### src/pkg/rapc_pkg.sv
// Constants and types for the register access and power control block
`default_nettype none
package rapc_pkg;
  localparam int unsigned DATA_W = 8;
  localparam int unsigned NUM_DAC = 6;
  localparam logic [7:0] PWR_ADDR = 8'h00;
  localparam logic [7:0] LAST_ADDR = 8'h00;
  localparam logic [7:0] PWR_RESET = 8'h12;
  localparam logic [7:0] PTR_RESET = 8'h00;
  localparam logic [7:0] PTR_MAX = 8'hFF;
  localparam logic [7:0] RD_IDLE = 8'h00;
  localparam int unsigned SLEEP_BIT = 0;
  localparam int unsigned PLL_OFF_BIT = 1;
  localparam int unsigned DAC3_BIT = 2;
  localparam int unsigned DAC2_BIT = 3;
  localparam int unsigned DAC1_BIT = 4;
  localparam int unsigned DAC6_BIT = 5;
  localparam int unsigned DAC5_BIT = 6;
  localparam int unsigned DAC4_BIT = 7;
  typedef enum logic [1:0] {S_IDLE, S_PTR, S_WR, S_RD} rapc_state_t;
endpackage : rapc_pkg
`default_nettype wire

### src/pkg/rapc_reg_if.sv
// Write path and read-back between the access engine and the power register
`timescale 1ns/10ps
`default_nettype none
interface rapc_reg_if;
  logic wr_en;
  logic [7:0] wr_data;
  logic [7:0] pwr;
  modport ctl (output wr_en, output wr_data, input pwr);
  modport regs (input wr_en, input wr_data, output pwr);
endinterface : rapc_reg_if
`default_nettype wire

### src/rtl/rapc_top.sv
// Register pointer access engine for the host control port, with power register
`timescale 1ns/10ps
`default_nettype none
module rapc_top
  import rapc_pkg::*;
(
  input wire logic MCLK,
  input wire logic RST,
  input wire logic XFER_START,
  input wire logic XFER_READ,
  input wire logic XFER_STOP,
  input wire logic BYTE_RX_VALID,
  input wire logic [7:0] BYTE_RX_DATA,
  input wire logic BYTE_REQ,
  output logic ACK,
  output logic NACK,
  output logic RD_VALID,
  output logic [7:0] RD_DATA,
  output logic SLEEP,
  output logic PLL_RUN,
  output logic OVS_ON,
  output logic [5:0] DAC_ON
);
  import rapc_pkg::*;

  rapc_state_t state_q, state_d;
  logic [7:0] ptr_q, ptr_d;
  logic ack_q, ack_d, nack_q, nack_d, rdv_q, rdv_d;
  logic [7:0] rdd_q, rdd_d;
  logic [5:0] dac_on;
  logic pll_run, ovs_on, sleep;

  rapc_reg_if rbus ();

  rapc_power_reg u_pwr (
    .clk(MCLK),
    .rst(RST),
    .bus(rbus),
    .dac_on_q(dac_on),
    .pll_run_q(pll_run),
    .ovs_on_q(ovs_on),
    .sleep_q(sleep)
  );

  // Map read of a valid address; unmapped holes read as a fixed value
  function automatic logic [7:0] reg_read(input logic [7:0] addr, input logic [7:0] pwr);
    reg_read = (addr == PWR_ADDR) ? pwr : RD_IDLE;
  endfunction : reg_read

  function automatic logic [7:0] ptr_next(input logic [7:0] p);
    ptr_next = (p == PTR_MAX) ? PTR_MAX : p + 8'h01;
  endfunction : ptr_next

  always_comb
  begin
    state_d = state_q;
    ptr_d = ptr_q;
    ack_d = 1'b0;
    nack_d = 1'b0;
    rdv_d = 1'b0;
    rdd_d = rdd_q;
    rbus.wr_en = 1'b0;
    rbus.wr_data = BYTE_RX_DATA;
    if (XFER_STOP)
    begin
      state_d = S_IDLE;
    end
    else if (XFER_START)
    begin
      if (state_q == S_PTR)
        state_d = S_IDLE;
      else
        state_d = XFER_READ ? S_RD : S_PTR;
    end
    else
    begin
      case (state_q)
        S_IDLE:
        begin
          state_d = S_IDLE;
        end
        S_PTR:
        begin
          if (BYTE_RX_VALID)
          begin
            if (BYTE_RX_DATA > LAST_ADDR)
            begin
              nack_d = 1'b1;
              state_d = S_IDLE;
            end
            else
            begin
              ptr_d = BYTE_RX_DATA;
              ack_d = 1'b1;
              state_d = S_WR;
            end
          end
        end
        S_WR:
        begin
          if (BYTE_RX_VALID)
          begin
            if (ptr_q > LAST_ADDR)
            begin
              nack_d = 1'b1;
              state_d = S_IDLE;
            end
            else
            begin
              rbus.wr_en = (ptr_q == PWR_ADDR);
              ack_d = 1'b1;
              ptr_d = ptr_next(ptr_q);
            end
          end
        end
        S_RD:
        begin
          if (BYTE_REQ)
          begin
            rdv_d = 1'b1;
            rdd_d = reg_read((ptr_q > LAST_ADDR) ? LAST_ADDR : ptr_q, rbus.pwr);
            ptr_d = ptr_next(ptr_q);
          end
        end
        default:
        begin
          state_d = S_IDLE;
        end
      endcase
    end
  end

  always_ff @(posedge MCLK or posedge RST)
  begin
    if (RST)
    begin
      state_q <= S_IDLE;
      ptr_q <= PTR_RESET;
      ack_q <= 1'b0;
      nack_q <= 1'b0;
      rdv_q <= 1'b0;
      rdd_q <= RD_IDLE;
    end
    else
    begin
      state_q <= state_d;
      ptr_q <= ptr_d;
      ack_q <= ack_d;
      nack_q <= nack_d;
      rdv_q <= rdv_d;
      rdd_q <= rdd_d;
    end
  end

  assign ACK = ack_q;
  assign NACK = nack_q;
  assign RD_VALID = rdv_q;
  assign RD_DATA = rdd_q;
  assign SLEEP = sleep;
  assign PLL_RUN = pll_run;
  assign OVS_ON = ovs_on;
  assign DAC_ON = dac_on;
endmodule : rapc_top
`default_nettype wire

### src/rtl/rapc_power_reg.sv
// Power control register and its decoded power outputs
`timescale 1ns/10ps
`default_nettype none
module rapc_power_reg
  import rapc_pkg::*;
(
  input wire logic clk,
  input wire logic rst,
  rapc_reg_if.regs bus,
  output logic [5:0] dac_on_q,
  output logic pll_run_q,
  output logic ovs_on_q,
  output logic sleep_q
);
  import rapc_pkg::*;

  logic [7:0] pwr_q, pwr_d;
  logic [5:0] dac_on_d;
  logic pll_run_d, ovs_on_d, sleep_d;

  // Index 0..5 is DAC 1..6
  function automatic logic [5:0] dac_map(input logic [7:0] p);
    dac_map = {p[DAC6_BIT], p[DAC5_BIT], p[DAC4_BIT], p[DAC3_BIT], p[DAC2_BIT], p[DAC1_BIT]};
  endfunction : dac_map

  assign bus.pwr = pwr_q;

  always_comb
  begin
    pwr_d = bus.wr_en ? bus.wr_data : pwr_q;
    sleep_d = pwr_q[SLEEP_BIT];
    dac_on_d = pwr_q[SLEEP_BIT] ? 6'h00 : dac_map(pwr_q);
    pll_run_d = ~pwr_q[SLEEP_BIT] & ~pwr_q[PLL_OFF_BIT];
    ovs_on_d = ~pwr_q[SLEEP_BIT] & ~pwr_q[PLL_OFF_BIT];
  end

  always_ff @(posedge clk or posedge rst)
  begin
    if (rst)
    begin
      pwr_q <= PWR_RESET;
      dac_on_q <= 6'h00;
      pll_run_q <= 1'b0;
      ovs_on_q <= 1'b0;
      sleep_q <= 1'b0;
    end
    else
    begin
      pwr_q <= pwr_d;
      dac_on_q <= dac_on_d;
      pll_run_q <= pll_run_d;
      ovs_on_q <= ovs_on_d;
      sleep_q <= sleep_d;
    end
  end
endmodule : rapc_power_reg
`default_nettype wire

### config.mk
export PLATFORM = sky130hd
export DESIGN_NAME = rapc_top
export DESIGN_NICKNAME = d
export VERILOG_FILES = /design/src/pkg/rapc_pkg.sv /design/src/pkg/rapc_reg_if.sv /design/src/rtl/rapc_top.sv /design/src/rtl/rapc_power_reg.sv
export SDC_FILE = /design/constraint.sdc
export NUM_CORES = 1
export LEC_CHECK = 0
export BUFFER_PORTS_ARGS = -buffer_cell sky130_fd_sc_hd__buf_2
export CORE_AREA = 3 3 64 66
export CTS_BUF_LIST = sky130_fd_sc_hd__clkbuf_16
export DETAILED_ROUTE_END_ITERATION = 10
export DIE_AREA = 0 0 67 69
export PLACE_DENSITY = 0.72
export REMOVE_ABC_BUFFERS = 1
export SETUP_SLACK_MARGIN = 0.5
export SYNTH_ARGS = -nofsm -noshare
export SYNTH_HDL_FRONTEND = slang
export SYNTH_SLANG_ARGS = --single-unit
export TNS_END_PERCENT = 50
### constraint.sdc
create_clock -name MCLK -period 2.1 [get_ports MCLK]
set_input_delay 0.315 -clock MCLK [delete_from_list [all_inputs] [get_ports MCLK]]
set_output_delay 0.315 -clock MCLK [all_outputs]
set_load 0.01 [all_outputs]
==> impl_metrics.yaml, run 1 <==
outcome:
  outcome: "finished clean"
placement:
  dp_hpwl_um: 3059
  placement.io_buffers: 34
  gp_congestion: 0.8506
  place_ws_ps: 66.44
timing:
  rsz0062_at_grt: "true"
  fin_crit_ps: 1772
  clock_skew_ps: 6.128
  timing.setup.tns_ps: 0
  finalCritPeriodShare: 0.8440
  final_hold_viol_count: 0
  fin_ws_ps: 327.6
  setup_viol: 0
  slew_headroom: 0.6898
  fmax_mhz: 564.2
  tightest_slew_ps: 465.3
  drv_slew: 0
detailed_routing:
  routedWlPerCell_um: 17.44
  drc: 0
  routed_wl_um: 4551
  drtIter0Drc: 131
  via_count: 1499
  vias_per_cell: 5.743
  first_pass_iters: 4
  ant_nets: 0
pwr:
  sw_frac_of_total: 0.3142
  netSwitchingPower_uw: 653.3
  p_seq_frac: 0.428
  p_clk_frac: 0.357
  p_int_uw: 1426
  powerDensity_nw_per_um2: 875.7
  ir_worst_vdd_uv: 395.1
  leakagePower_uw: 0.001160
  combPwrFrac: 0.215
critical_path:
  cp_num_buf_inv: 3
  worst_setup_path_start_kind: "register"
  critPathRequiredTime_ps: 2260
  worst_path_most_repeated_cell: "inv_1"
  worstPathMaxFanout: 4
  end_kind: "register"
  cp_slowest_cell: "dfrtp_1"
  rr_worst_depth: 7
  slowest_delay_ps: 420
  crit_path_cell_trace: "inv_1, ha_1, inv_1, a31oi_2, nor3_4, buf_6, mux2_4"
  worst-endpoint-arrival_ps: 1940
  regToRegStartpoint: "state_q[1]$_DFFE_PP0P_"
  crit_type: "register to register"
  rrSetupSlack_ps: 330
  r2r_end: "ptr_q[5]$_DFFE_PP0P_"
  path_delay_family: "flip-flops"
die:
  die_h_um: 69
  rows: 22
  initial_core_util: 0.4966
  dieArea_um2: 4623
  core_area_um2: 3633
  die_w_um: 67
  ios: 35
global_routing:
  first_global_vias: 1521
  grt-ovfl-total: 0
  grt_max_degree: 38
  grt_use_total: 0.2165
  antenna_found_initial: 0
  grt_pass1_wl_um: 7617
synth:
  yosysTopAreaCell: "dfrtp_1"
  netlist_instances: 160
  syn_area_um2: 1804
  synth_seq_area_share: 0.5146
  synth.avg_cell_area_um2: 11.28
  synth_top_area_share: 0.4854
  synth_seq_cells: 37
  yosys-top-cells-area: "dfrtp_1, mux2_2, ha_1, a22o_1, dfstp_2"
  yosys_warnings: 0
  synth.distinct_cells: 37
flow_run:
  maxCapViolCount: 0
final_layout:
  nFillCells: 297
  multi_input_area_um2: 917.1
  mostFrequentLayoutCell: "buf_2"
  syn_to_final_growth_pct: 31.62
  layout_common_cells: "buf_2, dfrtp_1, buf_4"
  register_area_um2: 930.9
  final_nets: 233
  n_antenna_cell: 0
  finalCoreUtilization: 0.6536
  drive_above_1_share: 0.4131
clock_network:
  clkSinkCount: 37
  cts_tree: "built"
  insertion_delay_ps: 280
  clk_pin_slew_ps: 60
  h-tree-depth: 2
  cts_buffers: 5
  cts.path.max_buffers: 2
  cts-root-buf: "clkbuf_16"
min_path:
  min_path_type: "primary input to asynchronous set/reset pin"
how the worst max path moves through the flow:
stage / from / end / depth (start not counted)
2_1_floorplan: ptr_q[4]$_DFFE_PP0P_ / ptr_q[0]$_DFFE_PP0P_ / 4
3_3_place_gp: BYTE_RX_DATA[7] / ptr_q[0]$_DFFE_PP0P_ / 5
3_5_place_dp: ptr_q[4]$_DFFE_PP0P_ / ptr_q[5]$_DFFE_PP0P_ / 4
4_1_cts: ptr_q[6]$_DFFE_PP0P_ / ptr_q[5]$_DFFE_PP0P_ / 6
5_1_grt: ptr_q[6]$_DFFE_PP0P_ / ptr_q[0]$_DFFE_PP0P_ / 6
6_report: state_q[1]$_DFFE_PP0P_ / ptr_q[5]$_DFFE_PP0P_ / 7
cell families (layout without fill, tap and decap cells):
| kind of cell | Yosys count | after routing | share of synthesized area |
|---|---|---|---|
| adder cells (fa/ha/maj) | 6 | 6 | 0.04161 |
| flip-flops | 37 | 37 | 0.5146 |
| AND/OR/NAND/NOR | 58 | 58 | 0.1949 |
| XOR/XNOR | 1 | 1 | 0.004855 |
| multiplexers | 14 | 14 | 0.08599 |
| AO/OA/AOI/OAI | 32 | 32 | 0.1311 |
| buffers and inverters | 12 | 65 | 0.02705 |
per-stage QoR:
stage               hold WS (ps)  total power, µW  std cells  cell area, µm²
floorplan                  378.1             1113        157            1789
global placement           428.4             1231        247            2079
detailed placement         451.1             1256        247            2079
CTS                        144.2             2073        260            2361
global route               175.3             2175        261            2375
finish                     120.3             2080        261            2375
what timing repair did:
item	CTS	global route
endpoints found under the hold margin	0	0
setup endpoints to repair	25	22
hold buffers	0	0
gates cloned	0	0
resized for setup	23	1
pin swaps	4	0
setup buffers	5	1
registers in the layout, indices dropped and copies added (netlist names):
| register | cells |
|---|---|
| u_pwr.pll_run_q | 1 |
| u_pwr.sleep_q | 1 |
| NACK | 1 |
| u_pwr.dac_on_q | 6 |
| state_q | 2 |
| u_pwr.bus.pwr | 8 |
| ACK | 1 |
| RD_VALID | 1 |
| RD_DATA | 8 |
| ptr_q | 8 |
power by group through the flow:
stage | Clock (µW) | Sequential, µW | Combinational, µW
6_report | 742 | 891 | 447
5_1_grt | 783 | 899 | 493
4_1_cts | 754 | 884 | 435
3_5_place_dp | 0 | 896 | 360
3_3_place_gp | 0 | 889 | 342
2_1_floorplan | 0 | 880 | 233
tightest hold or removal path, cell delays in order:
cell   delay [ps]
buf_2          90
inv_1          40
buf_4         390
Yosys cell counts:
cell and number:
nor4_4 1, dfrtp_1 35, buf_4 1, a41oi_2 1
nor2_1 11, nand2_1 9, a2bb2oi_1 3, dfstp_2 2
or2_2 1, a22o_1 8, nor3_1 1, mux2i_1 2
o2111a_1 1, a31oi_1 4, nor2b_1 8, a21oi_1 5
xor2_1 1, o2bb2ai_1 1, o21ai_0 6, nand3_1 7
or4_1 1, or3_1 1, and3_1 2, nand4b_1 1
and4_1 2, and4_2 2, nor4_1 5, o2111ai_1 1
ha_1 6, clkbuf_1 2, nand4_2 1, mux2_2 12
nor3_4 1, nand4_1 3, inv_1 9, o31ai_1 2
and3_2 1
layer usage:
layer	vias up	track usage	wire (µm)
li1	693	-	-
met3	8	0.05700	263
met5	-	0	0
met4	0	0.07207	70
met2	45	0.3483	2323
met1	753	0.2786	1894
area by class of cell:
| type | instances | area share |
|---|---|---|
| clock buffer | 5 | 0.05269 |
| clock inverter | 3 | 0.008957 |
| inverter | 9 | 0.01423 |
| multi-input combinational | 111 | 0.3862 |
| sequential | 37 | 0.3920 |
| tap | 48 | 0.02529 |
| timing repair buffer | 48 | 0.1207 |
No activity file was read; power rests on OpenSTA's default activity.
==> run 2: changes to the inputs <==
--- a/config.mk
+++ b/config.mk
@@ -6,11 +6,11 @@
 export NUM_CORES = 1
 export LEC_CHECK = 0
 export BUFFER_PORTS_ARGS = -buffer_cell sky130_fd_sc_hd__buf_2
-export CORE_AREA = 3 3 64 66
+export CORE_AREA = 3 3 65 67
 export CTS_BUF_LIST = sky130_fd_sc_hd__clkbuf_16
 export DETAILED_ROUTE_END_ITERATION = 10
-export DIE_AREA = 0 0 67 69
-export PLACE_DENSITY = 0.72
+export DIE_AREA = 0 0 68 70
+export PLACE_DENSITY = 0.73
 export REMOVE_ABC_BUFFERS = 1
 export SETUP_SLACK_MARGIN = 0.5
 export SYNTH_ARGS = -nofsm -noshare
==> constraint.sdc (replaced) <==
create_clock -name MCLK -period 1.53 [get_ports MCLK]
set_input_delay 0.2295 -clock MCLK [delete_from_list [all_inputs] [get_ports MCLK]]
set_output_delay 0.2295 -clock MCLK [all_outputs]
set_load 0.01 [all_outputs]
==> run 2 against run 1 <==
Compared with the run above: the flow now finishes with violations (negative setup slack); final area rose by 20%; critical path depth fell by 2; non-clock buffer count rose by 35; utilization rose by 12 points; sequential cell count did not move; register-to-register slack got worse by 660 ps; largest cell class is now multi-input combinational cells.
==> impl_metrics.yaml, run 2 (same netlist as run 1, synthesis figures left out) <==
final_layout:
  final_nets: 268
  syn_to_final_growth_pct: 57.63
  layout_common_cells: "buf_4, dfrtp_1, buf_2"
  drive_above_1_share: 0.5484
  n_antenna_cell: 0
  finalCoreUtilization: 0.7710
  stdcell_area_um2: 2844
  mostFrequentLayoutCell: "buf_4"
timing:
  fin_ws_ps: -331.5
  setup_viol: 20
  final_hold_viol_count: 0
  holdWs_ps: 45.33
  tightest_slew_ps: 467.7
  fmax_mhz: 537.2
  timing.setup.tns_ps: -4550
  slew_headroom: 0.6882
  finalCritPeriodShare: 1.217
  rsz0062_at_grt: "true"
  fin_crit_ps: 1862
  drv_slew: 0
  clock_skew_ps: 4.528
clock_network:
  clkSinkCount: 37
  cts-root-buf: "clkbuf_16"
  clk_pin_slew_ps: 60
  cts.path.max_buffers: 2
  holdBufCountCts: 0
  h-tree-depth: 2
  cts_buffers: 5
  cts_tree: "built"
  insertion_delay_ps: 280
die:
  die_h_um: 70
  initial_core_util: 0.4891
  rows: 22
  die_w_um: 68
  core_area_um2: 3689
  ios: 35
  dieArea_um2: 4760
placement:
  placement.io_buffers: 34
  gp_congestion: 0.8550
  dp_hpwl_um: 3656
  placed_area_um2: 2325
critical_path:
  crit_path_cell_trace: "nor4_4, a41oi_2, nor3_4, buf_6, mux2_4"
  worstPathMaxFanout: 4
  critPathRequiredTime_ps: 1700
  slowest_delay_ps: 400
  crit_type: "register to register"
  cp_slowest_cell: "dfrtp_1"
  worst_setup_path_start_kind: "register"
  end_kind: "register"
  worst-endpoint-arrival_ps: 2030
pwr:
  ir_worst_vdd_uv: 751.0
  leakagePower_uw: 0.001386
  powerDensity_nw_per_um2: 1228
global_routing:
  grt_max_degree: 38
  grt_use_total: 0.2666
  first_global_vias: 1828
  grt-ovfl-total: 0
  grt_pass1_wl_um: 9280
  antenna_found_initial: 0
detailed_routing:
  via_count: 1792
  vias_per_cell: 6.054
  routedWlPerCell_um: 21.08
  first_pass_iters: 6
  ant_nets: 0
  routed_wl_um: 6239
  drtIter0Drc: 182
  drc: 0
outcome:
  violations: "negative setup slack"
  outcome: "complete, but fails checks"
flow_run:
  maxCapViolCount: 0
min_path:
  min_path_type: "primary input to asynchronous set/reset pin"
[run 2: cell count changes in the layout (fill, tap and decap cells not counted), moves of 3 or more]
cell,delta
o21ai_0,-3
ha_1,-3
nand3_1,-3
nor4_4,+3
buf_4,+28
buf_6,+8
[run 2: stage by stage]
step / setup WS [ps] / std cells / power [µW]
after detailed placement: -357.8 / 278 / 1932
after floorplan: -292.8 / 157 / 1528
after global routing: -388.7 / 296 / 3632
after CTS: -232.1 / 292 / 3372
final: -331.5 / 296 / 3494
after global placement: -206.9 / 278 / 1880
[run 2: final timing paths]
path                       slack (ps)  cells past startpoint                            to                    from
setup / recovery                 -330                      5          ptr_q[3]$_DFFE_PP0P_    ptr_q[3]$_DFFE_PP0P_
hold / removal                     50                      3                 ACK$_DFF_PP0_                     RST
setup reg to reg                 -330                      5          ptr_q[3]$_DFFE_PP0P_    ptr_q[3]$_DFFE_PP0P_
hold reg to reg                   500                      1        RD_DATA[1]$_DFFE_PP0P_  RD_DATA[1]$_DFFE_PP0P_
max in group asynchronous        1130                      3  u_pwr.bus.pwr[4]$_DFFE_PP1P_                     RST
min in group MCLK                 170                      2        state_q[0]$_DFFE_PP0P_               XFER_STOP
[run 2: area by class of cell]
cell class	instances	area (µm²)
multi-input combinational	111	1031
sequential	37	928.4
fill	212	844.6
timing repair buffer	83	596.8
clock buffer	5	125.1
clock inverter	3	68.82
tap	48	60.06
inverter	9	33.78
[run 2: repair_timing]
item | 4_1_cts | 5_1_grt
buffers inserted | 6 | 4
endpoints found under the setup margin | 35 | 41
pin swaps | 13 | 6
resized for setup | 33 | 22
[run 2: worst max-delay path: cells and delay by family, from the launching register on]
kind,cells,cell delay [ps]
mux,1,300
buf+inv,1,160
simple gates,2,660
flops,1,400
compound gates,1,220
[run 2: where the power goes]
group,switching (µW),internal [µW]
logic,521,477
clock network,410,939
registers,78.4,1070
[run 2: layer usage]
metal | GRT usage | up-vias | wire, µm
met1 | 0.3077 | 883 | 2221
met2 | 0.4465 | 102 | 3142
li1 | - | 774 | -
met5 | 0 | - | 0
met4 | 0.1280 | 0 | 356
met3 | 0.06752 | 33 | 518
